### config.mk
export PLATFORM = sky130hd
export DESIGN_NAME = ros_relay_switch
export DESIGN_NICKNAME = d
export VERILOG_FILES = /design/src/ros_pkg.sv /design/src/ros_relay_switch.sv
export SDC_FILE = /design/constraint.sdc
export NUM_CORES = 1
export LEC_CHECK = 0
export BUFFER_PORTS_ARGS = -buffer_cell sky130_fd_sc_hd__buf_2
export CORE_MARGIN = 2
export CORE_UTILIZATION = 55
export CTS_CLUSTER_DIAMETER = 100
export DETAILED_ROUTE_END_ITERATION = 16
export PLACE_DENSITY = 0.88
export SETUP_SLACK_MARGIN = 0.3
export SLEW_MARGIN = 20
export SYNTH_ARGS = -nofsm -noshare
export SYNTH_HDL_FRONTEND = slang
export SYNTH_SLANG_ARGS = --single-unit
### constraint.sdc
create_clock -name ref_clk -period 6.2 [get_ports ref_clk]
set_input_delay 0.93 -clock ref_clk [delete_from_list [all_inputs] [get_ports ref_clk]]
set_output_delay 0.93 -clock ref_clk [all_outputs]
set_load 0.02 [all_outputs]
### src/ros_pkg.sv
// constants for the relay output switch control block
// assumes a 32-bit apb slave port and one 100 MHz clock
package ros_pkg;
  // ----------------------------------------------------------------
  // register byte offsets
  // ----------------------------------------------------------------
  localparam logic [7:0] ADDR_CTRL = 8'h00;
  localparam logic [7:0] ADDR_OBJ = 8'h04;
  localparam logic [7:0] ADDR_SCENE = 8'h08;
  localparam logic [7:0] ADDR_STATUS = 8'h0c;
  localparam logic [7:0] ADDR_OBJBASE = 8'h10;
  // ----------------------------------------------------------------
  // ctrl fields: config and event strobes
  // ----------------------------------------------------------------
  localparam int CTRL_NC = 0;
  localparam int CTRL_STORE_EN = 1;
  localparam int CTRL_INH_INIT = 2;
  localparam int CTRL_RECOVER = 8;
  localparam int CTRL_DOWNLOAD = 9;
  // ----------------------------------------------------------------
  // object register fields
  // ----------------------------------------------------------------
  localparam int OBJ_SWITCH = 0;
  localparam int OBJ_PERM = 1;
  localparam int OBJ_INHIBIT = 2;
  localparam int OBJ_FORCE_LO = 4;
  localparam int OBJ_STAIR = 6;
  localparam int OBJ_BUSFAIL = 7;
  localparam int OBJ_BUSFAIL_VAL = 8;
  localparam int OBJ_WE_SWITCH = 16;
  localparam int OBJ_WE_PERM = 17;
  localparam int OBJ_WE_INHIBIT = 18;
  localparam int OBJ_WE_FORCE = 19;
  // ----------------------------------------------------------------
  // scene telegram layout and force codes
  // ----------------------------------------------------------------
  localparam int SCENE_STORE_BIT = 7;
  localparam int SCENE_NUM_W = 6;
  localparam int NUM_SCENES = 64;
  localparam logic [1:0] FORCE_OFF = 2'h2;
  localparam logic [1:0] FORCE_ON = 2'h3;
  // ----------------------------------------------------------------
  // object numbering per channel
  // ----------------------------------------------------------------
  localparam logic [7:0] OBJ_FIRST = 8'h0a;
  localparam logic [7:0] OBJ_STRIDE = 8'h08;
endpackage : ros_pkg

### src/ros_relay_switch.sv
// relay output switch control for one channel, apb register access
// assumes a single clock; telegrams arrive as apb writes from a bus interface
//
// Summary of operation
// RQ1: normally-open channel: switch object 1 closes contact, 0 opens it
// RQ2: normally-closed channel inverts the switch object value
// RQ3: forcing decides the contact over a new switch value
// RQ4: permanent-on value 1 holds contact on until written 0
// RQ5: staircase keeps running under permanent-on; its state applies on release
// RQ6: download completion or bus voltage recovery clears permanent-on
// RQ7: inhibit 1 stops staircase triggering; plain on/off only; 0 re-enables
// RQ8: writing inhibit does not move the contact; setting it here masks a running staircase, which can move it
// RQ9: on bus voltage recovery inhibit loads the configured value
// RQ10: scene byte: bit7 store/recall, bit6 ignored, low six bits scene
// RQ11: scene field 0..63 names scenes 1..64
// RQ12: store records current switch state, only if storing permitted
// RQ13: recall applies the stored state of the addressed scene
// RQ14: channel objects are eight consecutive numbers from 10, stride eight
// RQ15: force code 0/1 releases, 2 forces off, 3 forces on
// RQ16: forcing and bus failure outrank ordinary switching
// RQ17: store while not permitted changes nothing
// RQ18: contact command registered; reset clears override and scenes
//
// Implementation choices: the placing of the registers and the APB slave port.
`timescale 1ns/1ps
`default_nettype none
module ros_relay_switch #(
  parameter logic [1:0] CHANNEL = 2'h0
) (
  input wire logic ref_clk,
  input wire logic nrst,
  input wire logic psel,
  input wire logic penable,
  input wire logic pwrite,
  input wire logic [7:0] paddr,
  input wire logic [31:0] pwdata,
  output logic [31:0] prdata,
  output logic pready,
  output logic pslverr,
  output logic relay_on
);
  // ----------------------------------------------------------------
  // state
  // ----------------------------------------------------------------
  localparam int NUM_W = ros_pkg::NUM_SCENES;
  typedef struct packed {
    logic [NUM_W-1:0] scenes;
    logic nc;
    logic store_en;
    logic inh_init;
    logic sw;
    logic perm;
    logic inhibit;
    logic [1:0] force_v;
    logic stair;
    logic busfail;
    logic busfail_val;
    logic [31:0] rdata;
    logic ready;
    logic err;
    logic relay;
  } ros_state_t;

  ros_state_t s_q;
  ros_state_t s_d;
  logic acc;
  logic wr;
  logic [5:0] snum;
  logic base;
  logic logical;

  assign acc = psel && penable && !s_q.ready;
  assign wr = acc && pwrite;
  assign snum = pwdata[ros_pkg::SCENE_NUM_W-1:0]; // RQ10 RQ11
  // ----------------------------------------------------------------
  // next state
  // ----------------------------------------------------------------
  always_comb
  begin
    s_d = s_q;
    s_d.ready = acc;
    s_d.err = 1'b0;
    base = 1'b0;
    logical = 1'b0;
    // ----------------------------------------------------------------
    // register reads
    // ----------------------------------------------------------------
    if (acc && !pwrite)
    begin
      unique case (paddr)
        ros_pkg::ADDR_CTRL:
          s_d.rdata = {29'h0, s_q.inh_init, s_q.store_en, s_q.nc};
        ros_pkg::ADDR_OBJ:
          s_d.rdata = {23'h0, s_q.busfail_val, s_q.busfail, s_q.stair, s_q.force_v,
                       1'b0, s_q.inhibit, s_q.perm, s_q.sw};
        ros_pkg::ADDR_STATUS:
          s_d.rdata = {31'h0, s_q.relay};
        ros_pkg::ADDR_OBJBASE:
          s_d.rdata = {24'h0, ros_pkg::OBJ_FIRST + {6'h0, CHANNEL} * ros_pkg::OBJ_STRIDE}; // RQ14
        default:
        begin
          s_d.rdata = 32'h0;
          s_d.err = 1'b1;
        end
      endcase
    end
    // ----------------------------------------------------------------
    // register writes
    // ----------------------------------------------------------------
    if (wr)
    begin
      unique case (paddr)
        ros_pkg::ADDR_CTRL:
        begin
          s_d.nc = pwdata[ros_pkg::CTRL_NC];
          s_d.store_en = pwdata[ros_pkg::CTRL_STORE_EN];
          s_d.inh_init = pwdata[ros_pkg::CTRL_INH_INIT];
          if (pwdata[ros_pkg::CTRL_RECOVER] || pwdata[ros_pkg::CTRL_DOWNLOAD])
            s_d.perm = 1'b0; // RQ6
          if (pwdata[ros_pkg::CTRL_RECOVER])
            s_d.inhibit = pwdata[ros_pkg::CTRL_INH_INIT]; // RQ9
        end
        ros_pkg::ADDR_OBJ:
        begin
          if (pwdata[ros_pkg::OBJ_WE_SWITCH])
            s_d.sw = pwdata[ros_pkg::OBJ_SWITCH];
          if (pwdata[ros_pkg::OBJ_WE_PERM])
            s_d.perm = pwdata[ros_pkg::OBJ_PERM]; // RQ4
          // inhibit alone leaves the contact where it is unless setting it masks a running staircase
          if (pwdata[ros_pkg::OBJ_WE_INHIBIT])
            s_d.inhibit = pwdata[ros_pkg::OBJ_INHIBIT]; // RQ7 RQ8
          if (pwdata[ros_pkg::OBJ_WE_FORCE])
            s_d.force_v = pwdata[ros_pkg::OBJ_FORCE_LO +: 2];
          // staircase state comes from outside; ignored while inhibited
          s_d.stair = pwdata[ros_pkg::OBJ_STAIR] && !s_d.inhibit; // RQ7 RQ5
          s_d.busfail = pwdata[ros_pkg::OBJ_BUSFAIL];
          s_d.busfail_val = pwdata[ros_pkg::OBJ_BUSFAIL_VAL];
        end
        ros_pkg::ADDR_SCENE:
        begin
          if (pwdata[ros_pkg::SCENE_STORE_BIT])
          begin
            // store records the switch object value sw, not the staircase; refused silently if not permitted
            if (s_q.store_en)
              s_d.scenes[snum] = s_q.sw; // RQ12 RQ17
          end
          else
          begin
            s_d.sw = s_q.scenes[snum]; // RQ13
          end
        end
        default:
          s_d.err = 1'b1;
      endcase
    end
    // ----------------------------------------------------------------
    // contact priority
    // ----------------------------------------------------------------
    // ordinary result: switch object or running staircase
    logical = s_d.sw || s_d.stair;
    // normally-closed channel inverts the telegram sense
    base = s_d.nc ? !logical : logical; // RQ1 RQ2
    // priority: bus failure, forcing, permanent-on, ordinary
    if (s_d.busfail)
      s_d.relay = s_d.busfail_val; // RQ16
    else if (s_d.force_v == ros_pkg::FORCE_OFF)
      s_d.relay = 1'b0; // RQ15 RQ3
    else if (s_d.force_v == ros_pkg::FORCE_ON)
      s_d.relay = 1'b1; // RQ15 RQ3
    else if (s_d.perm)
      s_d.relay = 1'b1; // RQ4 RQ5
    else
      s_d.relay = base;
  end
  // ----------------------------------------------------------------
  // registers
  // ----------------------------------------------------------------
  always_ff @(posedge ref_clk or negedge nrst)
  begin
    if (!nrst)
      s_q <= '0; // RQ18
    else
      s_q <= s_d; // RQ18
  end

  assign prdata = s_q.rdata;
  assign pready = s_q.ready;
  assign pslverr = s_q.err;
  assign relay_on = s_q.relay;
  // ----------------------------------------------------------------
  // checks
  // ----------------------------------------------------------------
  // access decodes used only by the checks below
  logic wr_ctrl;
  logic wr_obj;
  logic wr_scene;
  logic rd_acc;
  assign wr_ctrl = wr && (paddr == ros_pkg::ADDR_CTRL);
  assign wr_obj = wr && (paddr == ros_pkg::ADDR_OBJ);
  assign wr_scene = wr && (paddr == ros_pkg::ADDR_SCENE);
  assign rd_acc = acc && !pwrite;

  a_perm_holds_on: assert property (@(posedge ref_clk) disable iff (!nrst) // RQ4
    (s_q.perm && !s_q.busfail && !s_q.force_v[1]) |-> relay_on)
    else $error("permanent on not holding relay");

  a_perm_release: assert property (@(posedge ref_clk) disable iff (!nrst) // RQ5
    ($fell(s_q.perm) && !s_q.busfail && !s_q.force_v[1])
      |-> relay_on == (s_q.nc ^ (s_q.sw || s_q.stair)))
    else $error("release did not restore background state");

  a_force_off_wins: assert property (@(posedge ref_clk) disable iff (!nrst) // RQ15
    (s_q.force_v == ros_pkg::FORCE_OFF && !s_q.busfail) |-> !relay_on)
    else $error("force off not applied");

  a_force_on_wins: assert property (@(posedge ref_clk) disable iff (!nrst) // RQ15
    (s_q.force_v == ros_pkg::FORCE_ON && !s_q.busfail) |-> relay_on)
    else $error("force on not applied");

  a_force_beats_sw: assert property (@(posedge ref_clk) disable iff (!nrst) // RQ3
    (wr_obj && pwdata[ros_pkg::OBJ_WE_SWITCH] && !pwdata[ros_pkg::OBJ_WE_FORCE]
      && !pwdata[ros_pkg::OBJ_BUSFAIL] && s_q.force_v == ros_pkg::FORCE_ON) |=> relay_on)
    else $error("switch write moved a forced contact");

  a_busfail_first: assert property (@(posedge ref_clk) disable iff (!nrst) // RQ16
    s_q.busfail |-> relay_on == s_q.busfail_val)
    else $error("bus failure value not applied");

  a_no_open_plain: assert property (@(posedge ref_clk) disable iff (!nrst) // RQ1
    (!s_q.force_v[1] && !s_q.busfail && !s_q.perm && !s_q.nc)
      |-> relay_on == (s_q.sw || s_q.stair))
    else $error("normally open mapping wrong");

  a_nc_plain: assert property (@(posedge ref_clk) disable iff (!nrst) // RQ2
    (!s_q.force_v[1] && !s_q.busfail && !s_q.perm && s_q.nc)
      |-> relay_on == !(s_q.sw || s_q.stair))
    else $error("normally closed mapping wrong");

  a_recover_clears: assert property (@(posedge ref_clk) disable iff (!nrst) // RQ6
    (wr_ctrl && pwdata[ros_pkg::CTRL_RECOVER]) |=> !s_q.perm)
    else $error("recovery did not clear permanent on");

  a_download_clears: assert property (@(posedge ref_clk) disable iff (!nrst) // RQ6
    (wr_ctrl && pwdata[ros_pkg::CTRL_DOWNLOAD]) |=> !s_q.perm)
    else $error("download did not clear permanent on");

  a_recover_inhibit: assert property (@(posedge ref_clk) disable iff (!nrst) // RQ9
    (wr_ctrl && pwdata[ros_pkg::CTRL_RECOVER])
      |=> s_q.inhibit == $past(pwdata[ros_pkg::CTRL_INH_INIT]))
    else $error("recovery did not load inhibit");

  a_stair_masked: assert property (@(posedge ref_clk) disable iff (!nrst) // RQ7
    wr_obj |=> !(s_q.inhibit && s_q.stair))
    else $error("staircase active while inhibited");

  a_inhibit_still: assert property (@(posedge ref_clk) disable iff (!nrst) // RQ8
    (wr_obj && pwdata[ros_pkg::OBJ_WE_INHIBIT] && !pwdata[ros_pkg::OBJ_WE_SWITCH]
      && !pwdata[ros_pkg::OBJ_WE_PERM] && !pwdata[ros_pkg::OBJ_WE_FORCE]
      && pwdata[ros_pkg::OBJ_BUSFAIL] == s_q.busfail
      && pwdata[ros_pkg::OBJ_BUSFAIL_VAL] == s_q.busfail_val
      && !pwdata[ros_pkg::OBJ_STAIR] && !s_q.stair) |=> $stable(relay_on))
    else $error("inhibit write moved contact");

  a_sw_persists: assert property (@(posedge ref_clk) disable iff (!nrst) // RQ8
    (wr_obj && !pwdata[ros_pkg::OBJ_WE_SWITCH]) |=> $stable(s_q.sw))
    else $error("switch state moved without a switch write");

  a_recall_keeps: assert property (@(posedge ref_clk) disable iff (!nrst) // RQ10
    (wr_scene && !pwdata[ros_pkg::SCENE_STORE_BIT]) |=> $stable(s_q.scenes))
    else $error("recall changed stored scenes");

  a_store_records: assert property (@(posedge ref_clk) disable iff (!nrst) // RQ12
    (wr_scene && pwdata[ros_pkg::SCENE_STORE_BIT] && s_q.store_en)
      |=> s_q.scenes[$past(snum)] == $past(s_q.sw))
    else $error("store did not record switch state");

  a_store_one_slot: assert property (@(posedge ref_clk) disable iff (!nrst) // RQ11
    (wr_scene && pwdata[ros_pkg::SCENE_STORE_BIT] && s_q.store_en)
      |=> ((s_q.scenes ^ $past(s_q.scenes)) & ~(64'h1 << $past(snum))) == 64'h0)
    else $error("store touched another scene slot");

  a_store_refused: assert property (@(posedge ref_clk) disable iff (!nrst) // RQ17
    (wr_scene && pwdata[ros_pkg::SCENE_STORE_BIT] && !s_q.store_en) |=> $stable(s_q.scenes))
    else $error("refused store changed scenes");

  a_refused_keeps_sw: assert property (@(posedge ref_clk) disable iff (!nrst) // RQ17
    (wr_scene && pwdata[ros_pkg::SCENE_STORE_BIT] && !s_q.store_en) |=> $stable(relay_on))
    else $error("refused store moved contact");

  a_recall_apply: assert property (@(posedge ref_clk) disable iff (!nrst) // RQ13
    (wr_scene && !pwdata[ros_pkg::SCENE_STORE_BIT]) |=> s_q.sw == $past(s_q.scenes[snum]))
    else $error("recall did not apply scene");

  a_objbase_read: assert property (@(posedge ref_clk) disable iff (!nrst) // RQ14
    (rd_acc && paddr == ros_pkg::ADDR_OBJBASE)
      |=> prdata == {24'h0, ros_pkg::OBJ_FIRST + {6'h0, CHANNEL} * ros_pkg::OBJ_STRIDE})
    else $error("object base read wrong");

  a_ready_pulse: assert property (@(posedge ref_clk) disable iff (!nrst) // RQ18
    pready |=> !pready)
    else $error("ready held past one cycle");

  a_err_with_ready: assert property (@(posedge ref_clk) disable iff (!nrst) // RQ18
    pslverr |-> pready)
    else $error("error without ready");

  a_relay_on_write: assert property (@(posedge ref_clk) disable iff (!nrst) // RQ18
    $changed(relay_on) |-> $past(wr))
    else $error("contact moved without a write");
endmodule : ros_relay_switch
`default_nettype wire

==> metrics.txt <==
outcome=complete, no violations; initial core utilization=0.5712; ANT cells=0; post_cts resized=0; leading area contributor after synthesis=sky130_fd_sc_hd__dfrtp_1; area share of the largest cell type after synthesis=0.4615; number of placement rows=33; post-synthesis to final-layout area growth=5.995%; first-pass GRT wire length=around 16000 microns; Buffers on Ports=38; Post-Syn Area=4717 sq um; I/O pins=80; critical path, cell by cell=buf_2 > mux4_2 > a31oi_1 > o21ai_1 > a2111oi_2 > a21oi_1 > or3_1 > a31oi_1; Synthesis Warnings=0; CTS Root Cell=sky130_fd_sc_hd__clkbuf_8; unique cell type count in the Yosys netlist=49; Post-layout nets=493; endpoint arrival time on the critical path=3450 ps; register bit count reported by yosys=87; number of buffer and inverter stages on the critical path=1; floorplan die area=9333 sq um; most frequent standard cell in the layout excluding fill and tap cells=sky130_fd_sc_hd__dfrtp_1; Total GRT Usage=0.2190; top cells by area in the synthesized netlist=sky130_fd_sc_hd__dfrtp_1 46%, sky130_fd_sc_hd__mux2_2 18%, sky130_fd_sc_hd__nor2_1 5.9%; required time of the critical path=6480 ps; number of remaining DRC errors=0; routed len/inst=18.19 microns; unrepaired setup endpoints after global routing=false; share of cells above drive strength 1=0.3171; Avg Cell Area, Syn=10.89 sq um; number of antenna violations at the first check in global routing=0; leakage=2.357 nW; FF/Latch Area=2177 sq um; final cycle utilization of the critical path=0.5113; post-DR vias/cell=just under 6; most used cells in the layout excluding fill and tap cells=87 x sky130_fd_sc_hd__dfrtp_1, 75 x sky130_fd_sc_hd__mux2_2, 74 x sky130_fd_sc_hd__nor2_1, 37 x sky130_fd_sc_hd__buf_2, 24 x sky130_fd_sc_hd__nand2_1; width of the chip=96.61 microns; final count of negative-setup-slack endpoints=0; crit end category=register; count of placed standard cells in the final layout, fillers left out=between 500 and 600; top cell family by delay on the critical path=compound AO/OA/AOI/OAI gates; Total Wirelength=about 10000 microns; Slew Limit Headroom=0.4499; total number of clock tree sinks=87; maximum number of pins on one net before global-route repair=88; hold buffer count at CTS=0; DRT iter0 DRCs=275; routability cong.=0.8611; areal power density over the cells=224.4 nW/um^2; post-CTS setup buffers=0; Power Total=about 1.1 mW; CP max-delay cell=sky130_fd_sc_hd__mux4_2; EDFF count, synth=0; worst hold-check path type=register to register; CTS clock-pin slew for the worst setup and hold paths=roughly 80 ps; clk_lat worst skew=roughly 360 ps; maximum vdd drop=0.0001812 V; synthesized instance count=433; number of global-route vias before repair=between 3k and 4k; max-slew violations=0; total core area=8258 sq um; number of max-cap violations=0; multi-input logic area=2233 sq um; DRT Pass-1 Iters=4; number of clock buffers inserted by TritonCTS=9; depth of the CTS H-tree=3; Setup TNS Final=0 ps; Worst Setup Start Kind=input pin; number of hold violations in the final report=0; via count=between 3k and 4k; portion of the post-synthesis area used by sequential elements=0.4615; clock tree from TritonCTS=done; maximum clock frequency=~320 MHz; Layout fillers=677; number of nets still failing antenna checks after routing=0; slew at the pin closest to its max-slew limit=813.7 ps; clock skew after layout=~13 ps; minimum clock period after layout=3170 ps; largest fanout of any net on the critical path=21; Setup WS pre-CTS=2753 ps; clock tree buffer depth=2; Synth Flop Type=sky130_fd_sc_hd__dfrtp_1; Post-Route Hold Slack=slightly below 500 ps; critical path class=input pin to register; post-route standard cell area excluding fillers=5000 sq um; final setup margin=roughly 3000 ps; Async S/R FF share, synth=1.000; Max stage delay on crit path=580 ps; cell mode on critical path=sky130_fd_sc_hd__a31oi_1; Vert. Die Dim=96.61 microns; cell area reported after detailed placement=4765 sq um; final cell utilization of the core=0.6055; remaining global-route overflow=0; post-detailed-placement half-perimeter wirelength=6573 microns; total placed cells including tap cells=around 540
## routing by layer
| metal | vias to the layer above | GRT usage | share of wire |
|---|---|---|---|
| met2 | 155 | 0.3654 | 0.48 |
| li1 | 1495 | - | - |
| met3 | 18 | 0.05853 | 0.089 |
| met4 | 0 | 0.07584 | 0.018 |
| met5 | - | 0 | 0 |
| met1 | 1639 | 0.2771 | 0.41 |
## layout make-up
type / count / area share
Inverter: 6 / 0.004505
Clock inverter: 5 / 0.02152
Sequential cell: 87 / 0.4354
Timing Repair Buffer: 39 / 0.04079
Multi-Input combinational cell: 305 / 0.4467
Clock buffer: 9 / 0.02477
Tap cell: 105 / 0.02628
## registers in the layout, summed over array words and instances, names as in the netlist
register,cells
pready,1
pslverr,1
prdata,9
relay_on,1
s_q,75
## worst register-to-register path, stage by stage (launching register included)
cell	delay, ps
sky130_fd_sc_hd__dfrtp_1	370
sky130_fd_sc_hd__and3b_1	270
sky130_fd_sc_hd__nand2_1	150
sky130_fd_sc_hd__nor2_1	140
sky130_fd_sc_hd__nand4_1	210
sky130_fd_sc_hd__nor2_1	270
sky130_fd_sc_hd__nand3_1	430
sky130_fd_sc_hd__nor2_1	280
sky130_fd_sc_hd__mux2_2	350
## Yosys cell counts (all sizes together), types with 4 or more instances
| master | count |
|---|---|
| a22oi | 4 |
| nand3b | 5 |
| nand3 | 7 |
| nor3 | 5 |
| nor2b | 5 |
| a22o | 7 |
| clkbuf | 18 |
| a21oi | 8 |
| nor2 | 74 |
| o21ai | 12 |
| dfrtp | 87 |
| mux2 | 77 |
| inv | 6 |
| mux4 | 8 |
| mux2i | 11 |
| buf | 39 |
| nand2 | 24 |
## report_power, final
| group | switching [mW] | internal, mW | total (mW) |
|---|---|---|---|
| Clock | 0.200 | 0.265 | 0.465 |
| Combinational | 0.0659 | 0.0211 | 0.0870 |
| Sequential | 0.000927 | 0.569 | 0.570 |
| Total | 0.267 | 0.855 | 1.12 |
## logic make-up (layout without fill, tap and decap cells)
group	count (synthesis)	after routing	synth area share
AO/OA/AOI/OAI	51	51	0.07639
XOR/XNOR	1	1	0.001857
buffers and inverters	63	59	0.08249
flip-flops	87	87	0.4615
multiplexers	96	96	0.2470
other	1	23	0.0007950
AND/OR/NAND/NOR	134	134	0.1300
## path summary, 6_finish.rpt
check	startpoint	to	slack [ps]	cells past startpoint
worst max-delay path	pwdata[0]	relay_on$_DFF_PN0_	3030	8
worst min-delay path	prdata[1]$_DFFE_PN0P_	prdata[1]$_DFFE_PN0P_	500	2
worst max register to register	pready$_DFF_PN0_	s_q[93]$_DFFE_PN0P_	3640	8
worst min register to register	prdata[1]$_DFFE_PN0P_	prdata[1]$_DFFE_PN0P_	500	2
max in group asynchronous	nrst	pready$_DFF_PN0_	5030	1
min in group asynchronous	nrst	s_q[37]$_DFF_PN0_	600	1
Power figures use the tool's default switching activity.
